$ cat config.mk
export PLATFORM = sky130hd
export DESIGN_NAME = paer_regs
export DESIGN_NICKNAME = d
export VERILOG_FILES = /design/src/design/paer_pkg.sv /design/src/design/paer_regs.sv
export SDC_FILE = /design/constraint.sdc
export NUM_CORES = 1
export LEC_CHECK = 0
export BUFFER_PORTS_ARGS = -buffer_cell sky130_fd_sc_hd__buf_2
export CELL_PAD_IN_SITES_DETAIL_PLACEMENT = 0
export CELL_PAD_IN_SITES_GLOBAL_PLACEMENT = 2
export CORE_MARGIN = 4
export CORE_UTILIZATION = 34
export DETAILED_ROUTE_END_ITERATION = 8
export PLACE_DENSITY = 0.95
export RECOVER_POWER = 100
export SLEW_MARGIN = 20
export SYNTH_ARGS = -nofsm -noshare
export SYNTH_HDL_FRONTEND = slang
export SYNTH_SLANG_ARGS = --single-unit
$ cat constraint.sdc
create_clock -name clk -period 3.4 [get_ports clk]
set_input_delay 0.34 -clock clk [delete_from_list [all_inputs] [get_ports clk]]
set_output_delay 0.34 -clock clk [all_outputs]
set_load 0.02 [all_outputs]
$ cat src/design/paer_pkg.sv
package paer_pkg;

	// ****************************************
	// Bus geometry
	// ****************************************
	localparam int unsigned AXI_AW = 12;
	localparam int unsigned DW     = 32;

	// ****************************************
	// Register byte offsets
	// ****************************************
	localparam logic [AXI_AW-1:0] OFS_UNC_STS  = 12'h104;
	localparam logic [AXI_AW-1:0] OFS_UNC_SEV  = 12'h10C;
	localparam logic [AXI_AW-1:0] OFS_COR_STS  = 12'h110;
	localparam logic [AXI_AW-1:0] OFS_COR_MSK  = 12'h114;
	localparam logic [AXI_AW-1:0] OFS_CAP_CTL  = 12'h118;
	localparam logic [AXI_AW-1:0] OFS_HDR_LOG0 = 12'h11C;
	localparam logic [AXI_AW-1:0] OFS_HDR_LOG3 = 12'h128;

	// ****************************************
	// Field layouts and reset values
	// ****************************************
	localparam logic [DW-1:0] UNC_VALID     = 32'h001FF011;
	localparam logic [DW-1:0] UNC_SEV_RST   = 32'h00062011;
	localparam logic [DW-1:0] COR_VALID     = 32'h000031C1;
	localparam logic [DW-1:0] COR_MSK_RST   = 32'h00002000;
	localparam int unsigned   CAP_FEP_LSB   = 0;
	localparam int unsigned   CAP_GEN_CAP   = 5;
	localparam int unsigned   CAP_GEN_EN    = 6;
	localparam int unsigned   CAP_CHK_CAP   = 7;
	localparam int unsigned   CAP_CHK_EN    = 8;
	localparam logic [4:0]    FEP_RST       = 5'h00;
	localparam logic [1:0]    RESP_OKAY     = 2'h0;
	localparam logic [1:0]    RESP_SLVERR   = 2'h2;

	// ****************************************
	// Complete block state
	// ****************************************
	typedef struct packed {
		logic              aw_full;
		logic              aw_rdy;
		logic [AXI_AW-1:0] aw_addr;
		logic              w_full;
		logic              w_rdy;
		logic [DW-1:0]     w_data;
		logic [3:0]        w_strb;
		logic              bvalid;
		logic [1:0]        bresp;
		logic              ar_rdy;
		logic              rvalid;
		logic [DW-1:0]     rdata;
		logic [1:0]        rresp;
		logic [DW-1:0]     unc_sts;
		logic [DW-1:0]     unc_sev;
		logic [DW-1:0]     cor_sts;
		logic [DW-1:0]     cor_msk;
		logic [4:0]        fep;
		logic              gen_en;
		logic              chk_en;
		logic              log_held;
		logic [127:0]      hdr;
		logic              msg_cor;
		logic              msg_nonfatal;
		logic              msg_fatal;
	} paer_state_type;

	localparam paer_state_type STATE_RST = '{
		aw_full: 1'b0, aw_rdy: 1'b1, aw_addr: '0, w_full: 1'b0, w_rdy: 1'b1,
		w_data: '0, w_strb: 4'h0, bvalid: 1'b0, bresp: RESP_OKAY, ar_rdy: 1'b1,
		rvalid: 1'b0, rdata: '0, rresp: RESP_OKAY, unc_sts: '0, unc_sev: UNC_SEV_RST,
		cor_sts: '0, cor_msk: COR_MSK_RST, fep: FEP_RST, gen_en: 1'b0, chk_en: 1'b0,
		log_held: 1'b0, hdr: '0, msg_cor: 1'b0, msg_nonfatal: 1'b0, msg_fatal: 1'b0
	};

endpackage

$ cat src/design/paer_regs.sv
// Operation
// - Severity bit per uncorrectable error, sticky read-write; 1 fatal, 0 non-fatal.
// - Training, link protocol, flow control, overflow, malformed default fatal.
// - Receiver error sets correctable status bit 0; write-1 clears.
// - Bad transaction packet sets correctable status bit 6; write-1 clears.
// - Bad link packet sets correctable status bit 7; write-1 clears.
// - Replay number rollover sets correctable status bit 8; write-1 clears.
// - Replay timer expiry sets correctable status bit 12; write-1 clears.
// - Advisory non-fatal sets bit 13; reserved correctable bits read zero.
// - Masked correctable event gives no header log and no message.
// - Correctable masks reset to zero, except advisory mask bit 13 at one.
// - Five-bit first error pointer, sticky read-only, resets to zero.
// - Bit 5 reads one: end-to-end CRC generation capable.
// - Sticky bit 6 enables end-to-end CRC generation, off after reset.
// - Bit 7 reads one: end-to-end CRC check capable.
// - Sticky bit 8 enables end-to-end CRC checking, off after reset.
// - Offending header kept as four sticky doublewords, first at lowest.
// - Each header doubleword big-endian, first byte in top lane.
// - Uncorrectable status bits sticky, write-1 clear, same positions as severity.
module paer_regs
	import paer_pkg::*;
(
	input  wire logic                        clk,
	input  wire logic                        nrst,
	input  wire logic                        hot_reset,
	input  wire logic [paer_pkg::AXI_AW-1:0] s_axi_awaddr,
	input  wire logic [2:0]                  s_axi_awprot,
	input  wire logic                        s_axi_awvalid,
	output logic                             s_axi_awready,
	input  wire logic [paer_pkg::DW-1:0]     s_axi_wdata,
	input  wire logic [3:0]                  s_axi_wstrb,
	input  wire logic                        s_axi_wvalid,
	output logic                             s_axi_wready,
	output logic [1:0]                       s_axi_bresp,
	output logic                             s_axi_bvalid,
	input  wire logic                        s_axi_bready,
	input  wire logic [paer_pkg::AXI_AW-1:0] s_axi_araddr,
	input  wire logic [2:0]                  s_axi_arprot,
	input  wire logic                        s_axi_arvalid,
	output logic                             s_axi_arready,
	output logic [paer_pkg::DW-1:0]          s_axi_rdata,
	output logic [1:0]                       s_axi_rresp,
	output logic                             s_axi_rvalid,
	input  wire logic                        s_axi_rready,
	input  wire logic [paer_pkg::DW-1:0]     unc_event,
	input  wire logic [paer_pkg::DW-1:0]     unc_mask,
	input  wire logic [paer_pkg::DW-1:0]     cor_event,
	input  wire logic [127:0]                hdr_bytes,
	output logic                             msg_cor,
	output logic                             msg_nonfatal,
	output logic                             msg_fatal,
	output logic                             ecrc_gen_en,
	output logic                             ecrc_chk_en
);
	import paer_pkg::*;

	// ****************************************
	// Helpers
	// ****************************************
	function automatic logic [DW-1:0] byte_mask(input logic [3:0] strb);
		byte_mask = {{8{strb[3]}}, {8{strb[2]}}, {8{strb[1]}}, {8{strb[0]}}};
	endfunction

	// First header byte to the top lane of each doubleword
	function automatic logic [127:0] hdr_swap(input logic [127:0] b);
		logic [127:0] o;
		o = '0;
		for (int d = 0; d < 4; d++) begin
			for (int k = 0; k < 4; k++) begin
				o[d*32 + (3-k)*8 +: 8] = b[d*32 + k*8 +: 8];
			end
		end
		hdr_swap = o;
	endfunction

	function automatic logic [4:0] lowest_bit(input logic [DW-1:0] v);
		logic [4:0] idx;
		idx = 5'h00;
		for (int i = DW - 1; i >= 0; i--) begin
			if (v[i]) begin
				idx = 5'(i);
			end
		end
		lowest_bit = idx;
	endfunction

	function automatic logic reg_hit(input logic [AXI_AW-1:0] a);
		logic h;
		h = 1'b0;
		if (a == OFS_UNC_STS) begin
			h = 1'b1;
		end else if (a == OFS_UNC_SEV) begin
			h = 1'b1;
		end else if (a == OFS_COR_STS) begin
			h = 1'b1;
		end else if (a == OFS_COR_MSK) begin
			h = 1'b1;
		end else if (a == OFS_CAP_CTL) begin
			h = 1'b1;
		end else if (a >= OFS_HDR_LOG0 && a <= OFS_HDR_LOG3 && a[1:0] == 2'h0) begin
			h = 1'b1;
		end
		reg_hit = h;
	endfunction

	function automatic logic [DW-1:0] reg_read(input logic [AXI_AW-1:0] a,
			input paer_state_type s);
		logic [DW-1:0] d;
		logic [AXI_AW-1:0] rel;
		d = '0;
		rel = a - OFS_HDR_LOG0;
		if (a == OFS_UNC_STS) begin
			d = s.unc_sts;
		end else if (a == OFS_UNC_SEV) begin
			d = s.unc_sev;
		end else if (a == OFS_COR_STS) begin
			d = s.cor_sts;
		end else if (a == OFS_COR_MSK) begin
			d = s.cor_msk;
		end else if (a == OFS_CAP_CTL) begin
			d[CAP_GEN_CAP] = 1'b1;
			d[CAP_CHK_CAP] = 1'b1;
			d[CAP_GEN_EN] = s.gen_en;
			d[CAP_CHK_EN] = s.chk_en;
			d[CAP_FEP_LSB +: 5] = s.fep;
		end else if (a >= OFS_HDR_LOG0 && a <= OFS_HDR_LOG3 && a[1:0] == 2'h0) begin
			d = s.hdr[rel[3:2]*32 +: 32];
		end
		reg_read = d;
	endfunction

	// ****************************************
	// State
	// ****************************************
	paer_state_type s_r;
	paer_state_type s_nxt;
	logic           do_wr;
	logic [DW-1:0]  wbits;
	logic [DW-1:0]  unc_new;
	logic [DW-1:0]  cor_live;
	logic           log_take;

	always_comb begin
		s_nxt = s_r;
		s_nxt.msg_cor = 1'b0;
		s_nxt.msg_nonfatal = 1'b0;
		s_nxt.msg_fatal = 1'b0;
		do_wr = s_r.aw_full && s_r.w_full && !s_r.bvalid;
		wbits = s_r.w_data & byte_mask(s_r.w_strb);
		unc_new = unc_event & UNC_VALID & ~unc_mask;
		cor_live = cor_event & COR_VALID & ~s_r.cor_msk;
		log_take = 1'b0;

		// Write channel: address and data taken in either order
		if (s_axi_awvalid && s_r.aw_rdy) begin
			s_nxt.aw_full = 1'b1;
			s_nxt.aw_addr = s_axi_awaddr;
		end
		if (s_axi_wvalid && s_r.w_rdy) begin
			s_nxt.w_full = 1'b1;
			s_nxt.w_data = s_axi_wdata;
			s_nxt.w_strb = s_axi_wstrb;
		end
		if (s_r.bvalid && s_axi_bready) begin
			s_nxt.bvalid = 1'b0;
		end
		if (do_wr) begin
			s_nxt.aw_full = 1'b0;
			s_nxt.w_full = 1'b0;
			s_nxt.bvalid = 1'b1;
			s_nxt.bresp = reg_hit(s_r.aw_addr) ? RESP_OKAY : RESP_SLVERR;
			if (s_r.aw_addr == OFS_UNC_STS) begin
				s_nxt.unc_sts = s_r.unc_sts & ~wbits;
			end else if (s_r.aw_addr == OFS_UNC_SEV) begin
				s_nxt.unc_sev = ((s_r.unc_sev & ~byte_mask(s_r.w_strb)) | wbits) & UNC_VALID;
			end else if (s_r.aw_addr == OFS_COR_STS) begin
				s_nxt.cor_sts = s_r.cor_sts & ~wbits;
			end else if (s_r.aw_addr == OFS_COR_MSK) begin
				s_nxt.cor_msk = ((s_r.cor_msk & ~byte_mask(s_r.w_strb)) | wbits) & COR_VALID;
			end else if (s_r.aw_addr == OFS_CAP_CTL && s_r.w_strb[1]) begin
				s_nxt.chk_en = s_r.w_data[CAP_CHK_EN];
			end
			if (s_r.aw_addr == OFS_CAP_CTL && s_r.w_strb[0]) begin
				s_nxt.gen_en = s_r.w_data[CAP_GEN_EN];
			end
		end
		s_nxt.aw_rdy = !s_nxt.aw_full;
		s_nxt.w_rdy = !s_nxt.w_full;

		// Read channel: one read in flight
		if (s_r.rvalid && s_axi_rready) begin
			s_nxt.rvalid = 1'b0;
		end
		if (s_axi_arvalid && s_r.ar_rdy) begin
			s_nxt.rvalid = 1'b1;
			s_nxt.rdata = reg_read(s_axi_araddr, s_r);
			s_nxt.rresp = reg_hit(s_axi_araddr) ? RESP_OKAY : RESP_SLVERR;
		end
		s_nxt.ar_rdy = !s_nxt.rvalid;

		// Event capture: a set in the clearing cycle wins
		// status set
		s_nxt.cor_sts = s_nxt.cor_sts | (cor_event & COR_VALID);
		s_nxt.cor_sts = s_nxt.cor_sts & COR_VALID;
		s_nxt.unc_sts = (s_nxt.unc_sts | unc_event) & UNC_VALID;

		// hold released once logged bit cleared
		if (s_r.log_held && !s_nxt.unc_sts[s_r.fep]) begin
			s_nxt.log_held = 1'b0;
		end
		if (!s_r.log_held && unc_new != '0) begin
			log_take = 1'b1;
			s_nxt.log_held = 1'b1;
			s_nxt.fep = lowest_bit(unc_new);
			s_nxt.hdr = hdr_swap(hdr_bytes);
		end

		s_nxt.msg_cor = cor_live != '0;
		s_nxt.msg_fatal = (unc_new & s_r.unc_sev) != '0;
		s_nxt.msg_nonfatal = (unc_new & ~s_r.unc_sev) != '0;

		// ordinary reset touches bus state and message pulses only
		if (hot_reset) begin
			s_nxt.aw_full = STATE_RST.aw_full;
			s_nxt.aw_rdy = STATE_RST.aw_rdy;
			s_nxt.w_full = STATE_RST.w_full;
			s_nxt.w_rdy = STATE_RST.w_rdy;
			s_nxt.bvalid = STATE_RST.bvalid;
			s_nxt.rvalid = STATE_RST.rvalid;
			s_nxt.ar_rdy = STATE_RST.ar_rdy;
			s_nxt.msg_cor = 1'b0;
			s_nxt.msg_nonfatal = 1'b0;
			s_nxt.msg_fatal = 1'b0;
		end
	end

	always_ff @(posedge clk or negedge nrst) begin
		if (!nrst) begin
			s_r <= STATE_RST;
		end else begin
			s_r <= s_nxt;
		end
	end

	// ****************************************
	// Outputs
	// ****************************************
	assign s_axi_awready = s_r.aw_rdy;
	assign s_axi_wready  = s_r.w_rdy;
	assign s_axi_bresp   = s_r.bresp;
	assign s_axi_bvalid  = s_r.bvalid;
	assign s_axi_arready = s_r.ar_rdy;
	assign s_axi_rdata   = s_r.rdata;
	assign s_axi_rresp   = s_r.rresp;
	assign s_axi_rvalid  = s_r.rvalid;
	assign msg_cor       = s_r.msg_cor;
	assign msg_nonfatal  = s_r.msg_nonfatal;
	assign msg_fatal     = s_r.msg_fatal;
	assign ecrc_gen_en   = s_r.gen_en;
	assign ecrc_chk_en   = s_r.chk_en;
endmodule // paer_regs

==> results.py <==
metrics = {
    "synth": {
        "synth-main-ff-cell": "dfrtp_1",
        "yosys.area_share.simple_pct": 22.2,
        "synthTopCellsByCount": "nand2_1, dfrtp_1, mux2_2",
        "ys_types": 70,
        "netlist_instances": 1162,
        "ys_ff_latch": 243,
        "yosysMostFrequentCell": "nand2_1",
        "async_flop_share_pct": 100,
        "synth_top_cell_by_area": "dfrtp_1",
        "ys_seq_area_share_pct": 52.8,
        "muxShareOfSynthArea_pct": 10.7,
        "synth_top_area_share_pct": 50.7,
        "synth_edf_count": 0,
        "synth_xor_area_share_pct": 0,
        "synth_compound_area_share_pct": 8.10,
        "netlist_area_sq_um": 11500,
        "synthAdderAreaFrac_pct": 0.434,
        "ys_warn_count": 0,
        "synth.avg_cell_area_sq_um": 9.93,
        "synth_top_family_by_area": "simple AND/OR/NAND/NOR gates",
        "yosys-top-cells-area": "dfrtp_1, nand2_1, mux4_2",
    },
    "timing": {
        "period_minus_slack_ps": 2650,
        "tns_ps": 0,
        "setup_viol": 0,
        "tightest_slew_ps": 1770,
        "max_freq_mhz": 377,
        "slew_headroom_pct": -18.2,
        "finClkSkew_ps": 19.0,
        "drv_slew": 67,
        "rsz0062_at_grt": "no",
        "finalHoldViolCount": 0,
        "finalCritPeriodShare_pct": 77.9,
        "setup_ws_ps": 750,
    },
    "die": {
        "fp.dieW_microns": 192,
        "die_h_microns": 192,
        "ios": 344,
        "dieArea_sq_um": 36900,
        "placementRows": 67,
        "coreArea_sq_um": 33500,
        "start_util_pct": 34.4,
    },
    "worst_setup_path": {
        "cp-startpoint": "s_r[353]$_DFFE_PN0P_",
        "crit_path_start_kind": "flip-flop",
        "timing.rr.start": "s_r[353]$_DFFE_PN0P_",
        "cp_slowest_cell": "nor4b_1",
        "path_cells": "nor4b_1, nand2_2, nor4_1, nand2_1, mux2_2",
        "reg2reg_depth": 5,
        "worstSetupEndpointType": "flip-flop",
        "crit_type": "reg2reg",
        "arrival_ps": 3080,
        "critPathRequiredTime_ps": 3830,
        "path_max_fanout": 6,
        "slowest_delay_ps": 640,
        "r2r_setup_slack_ps": 750,
    },
    "clock_tree": {
        "cts_buffer_depth": 3,
        "cts_num_sinks": 243,
        "cts_buffers": 28,
        "cts_resized": 0,
        "holdBufCountCts": 131,
        "postCtsSetupBuffers": 0,
        "h-tree-depth": 1,
        "cts_tree": "done",
        "clkTransAtPathRegs_ps": 60,
        "root_buffer": "clkbuf_16",
        "clk_latency_ps": 560,
    },
    "global_routing": {
        "first_global_vias": 9705,
        "antenna_found_initial": 3,
        "grt_pass1_wl_mm": 53.0,
        "grt_max_degree": 129,
        "gr-total-overflow": 0,
        "track_usage_pct": 18.1,
    },
    "placed_design": {
        "portBuffers": 248,
        "place.gp.congestion": 0.819,
        "post-dp-hpwl_mm": 24.4,
        "preCtsSetupSlack_ps": 822,
    },
    "layout": {
        "multi_input_area_sq_um": 4740,
        "syn_to_final_growth_pct": 31.0,
        "n_fill_cell": 3232,
        "area.sequential_sq_um": 6090,
        "final_nets": 1800,
        "drive_above_1_share_pct": 23.5,
        "final_core_util_pct": 45.1,
    },
    "detailed_routing": {
        "vias": 9403,
        "drt_first_pass_iters": 5,
        "wl_mm": 33.9,
        "drt_iter0_markers": 443,
        "ant_nets": 0,
        "vias_per_cell": 4.78,
        "wl_met3_mm": 2.19,
        "detail_route.wl_per_cell_microns": 17.2,
        "met1_length_mm": 15.0,
        "maxUsedRoutingLayer": "met5",
        "remaining_drc_errors": 0,
        "met2WireLength_mm": 16.0,
    },
    "power": {
        "p_leak_nw": 7.11,
        "ir_drop_uv": 423,
        "pwr_density_cell_nw_per_um2": 668,
    },
    "run": {
        "drv_cap": 1,
    },
    "run_status": {
        "violations": "capacitance limit, slew limit",
        "outcome": "complete, but fails checks",
    },
    "hold_path": {
        "holdCritPathClass": "in2reg",
    },
}
flip-flops by register name, summed over array words and instances (netlist names), named ones only:
| signal | cells |
|---|---|
| s_axi_bresp | 1 |
| msg_nonfatal | 1 |
| msg_cor | 1 |
| ecrc_gen_en | 1 |
| s_axi_rresp | 1 |
| s_axi_awready | 1 |
| s_axi_wready | 1 |
| s_axi_arready | 1 |
| s_axi_rvalid | 1 |
| s_r | 182 |
| s_axi_bvalid | 1 |
| msg_fatal | 1 |
| s_axi_rdata | 32 |
| ecrc_chk_en | 1 |
how the worst min path moves through the flow:
| stage | slack (ps) | end | start | depth (start not counted) |
|---|---|---|---|---|
| after floorplan | 40 | async pin | nrst | 0 |
| after global placement | 330 | s_r[316]$_DFFE_PN0P_ | nrst | 1 |
| after detailed placement | 340 | s_r[317]$_DFFE_PN0P_ | nrst | 1 |
| after CTS | 1 | s_r[48]$_DFFE_PN0P_ | hdr_bytes[53] | 3 |
| after global routing | 2 | s_r[183]$_DFF_PN0_ | cor_event[12] | 2 |
| final | 20 | s_r[183]$_DFF_PN0_ | cor_event[12] | 2 |
worst max-delay path, delay by kind of cell (launching register included):
kind / cells / cell delay [ps]
AND/OR/NAND/NOR: 4 / 1800
flip-flops: 1 / 380
multiplexers: 1 / 350
report_power, final:
| part | total [mW] | leakage, nW | switching, mW | internal (mW) |
|---|---|---|---|---|
| Sequential | 4.34 | 2.94 | 0.559 | 3.78 |
| Clock | 2.97 | 0.449 | 1.24 | 1.73 |
| Combinational | 2.80 | 3.72 | 1.59 | 1.21 |
layout make-up:
type / count / share of cell area [%]
multi-input combinational: 797 / 31.4
clock buffer: 40 / 5.33
clock inverter: 10 / 0.753
inverter: 35 / 0.869
timing repair buffer: 393 / 17.6
tap: 448 / 3.71
antenna: 3 / 0.0497
sequential: 243 / 40.3
routing by layer:
| metal | GRT usage [%] | vias to the layer above |
|---|---|---|
| met5 | 0 | - |
| met4 | 3.65 | 2 |
| met3 | 3.80 | 41 |
| met2 | 30.3 | 255 |
| met1 | 24.5 | 4568 |
| li1 | - | 4537 |
metrics by stage:
| stage | hold WS, ps | instance area [sq um] | power [mW] | cells |
|---|---|---|---|---|
| 6_report | 19.7 | 15100 | 10.1 | 1969 |
| 5_1_grt | 1.59 | 15100 | 10.8 | 1968 |
| 4_1_cts | 1.48 | 15200 | 10.3 | 1965 |
| 3_5_place_dp | 340 | 13000 | 7.15 | 1784 |
| 3_3_place_gp | 331 | 13000 | 7.05 | 1784 |
| 2_1_floorplan | 44.4 | 11500 | 6.26 | 1163 |
logic make-up after synthesis:
group	count (synthesis)
and+or+nand+nor	578
DFF	243
other	1
adders and majority gates	4
muxes	78
buffers and inverters	123
AOI/OAI and AO/OA	135
placed cells by master (no fill, tap or decap), types with 10 or more instances in the layout:
cell | netlist | layout
mux4_2 | 32 | 32
dfrtp_1 | 234 | 234
buf_2 | 25 | 200
o21ai_0 | 20 | 29
o22ai_1 | 12 | 12
a21oi_1 | 16 | 16
dlygate4sd3_1 | 0 | 132
a21o_1 | 18 | 18
nand2_1 | 446 | 446
inv_1 | 35 | 35
nand2b_1 | 15 | 15
a221oi_1 | 10 | 10
nor2b_1 | 17 | 17
clkbuf_1 | 18 | 54
nor2_1 | 33 | 36
mux2_2 | 46 | 45
clkbuf_16 | 0 | 28
No activity file was read; power rests on OpenSTA's default activity.
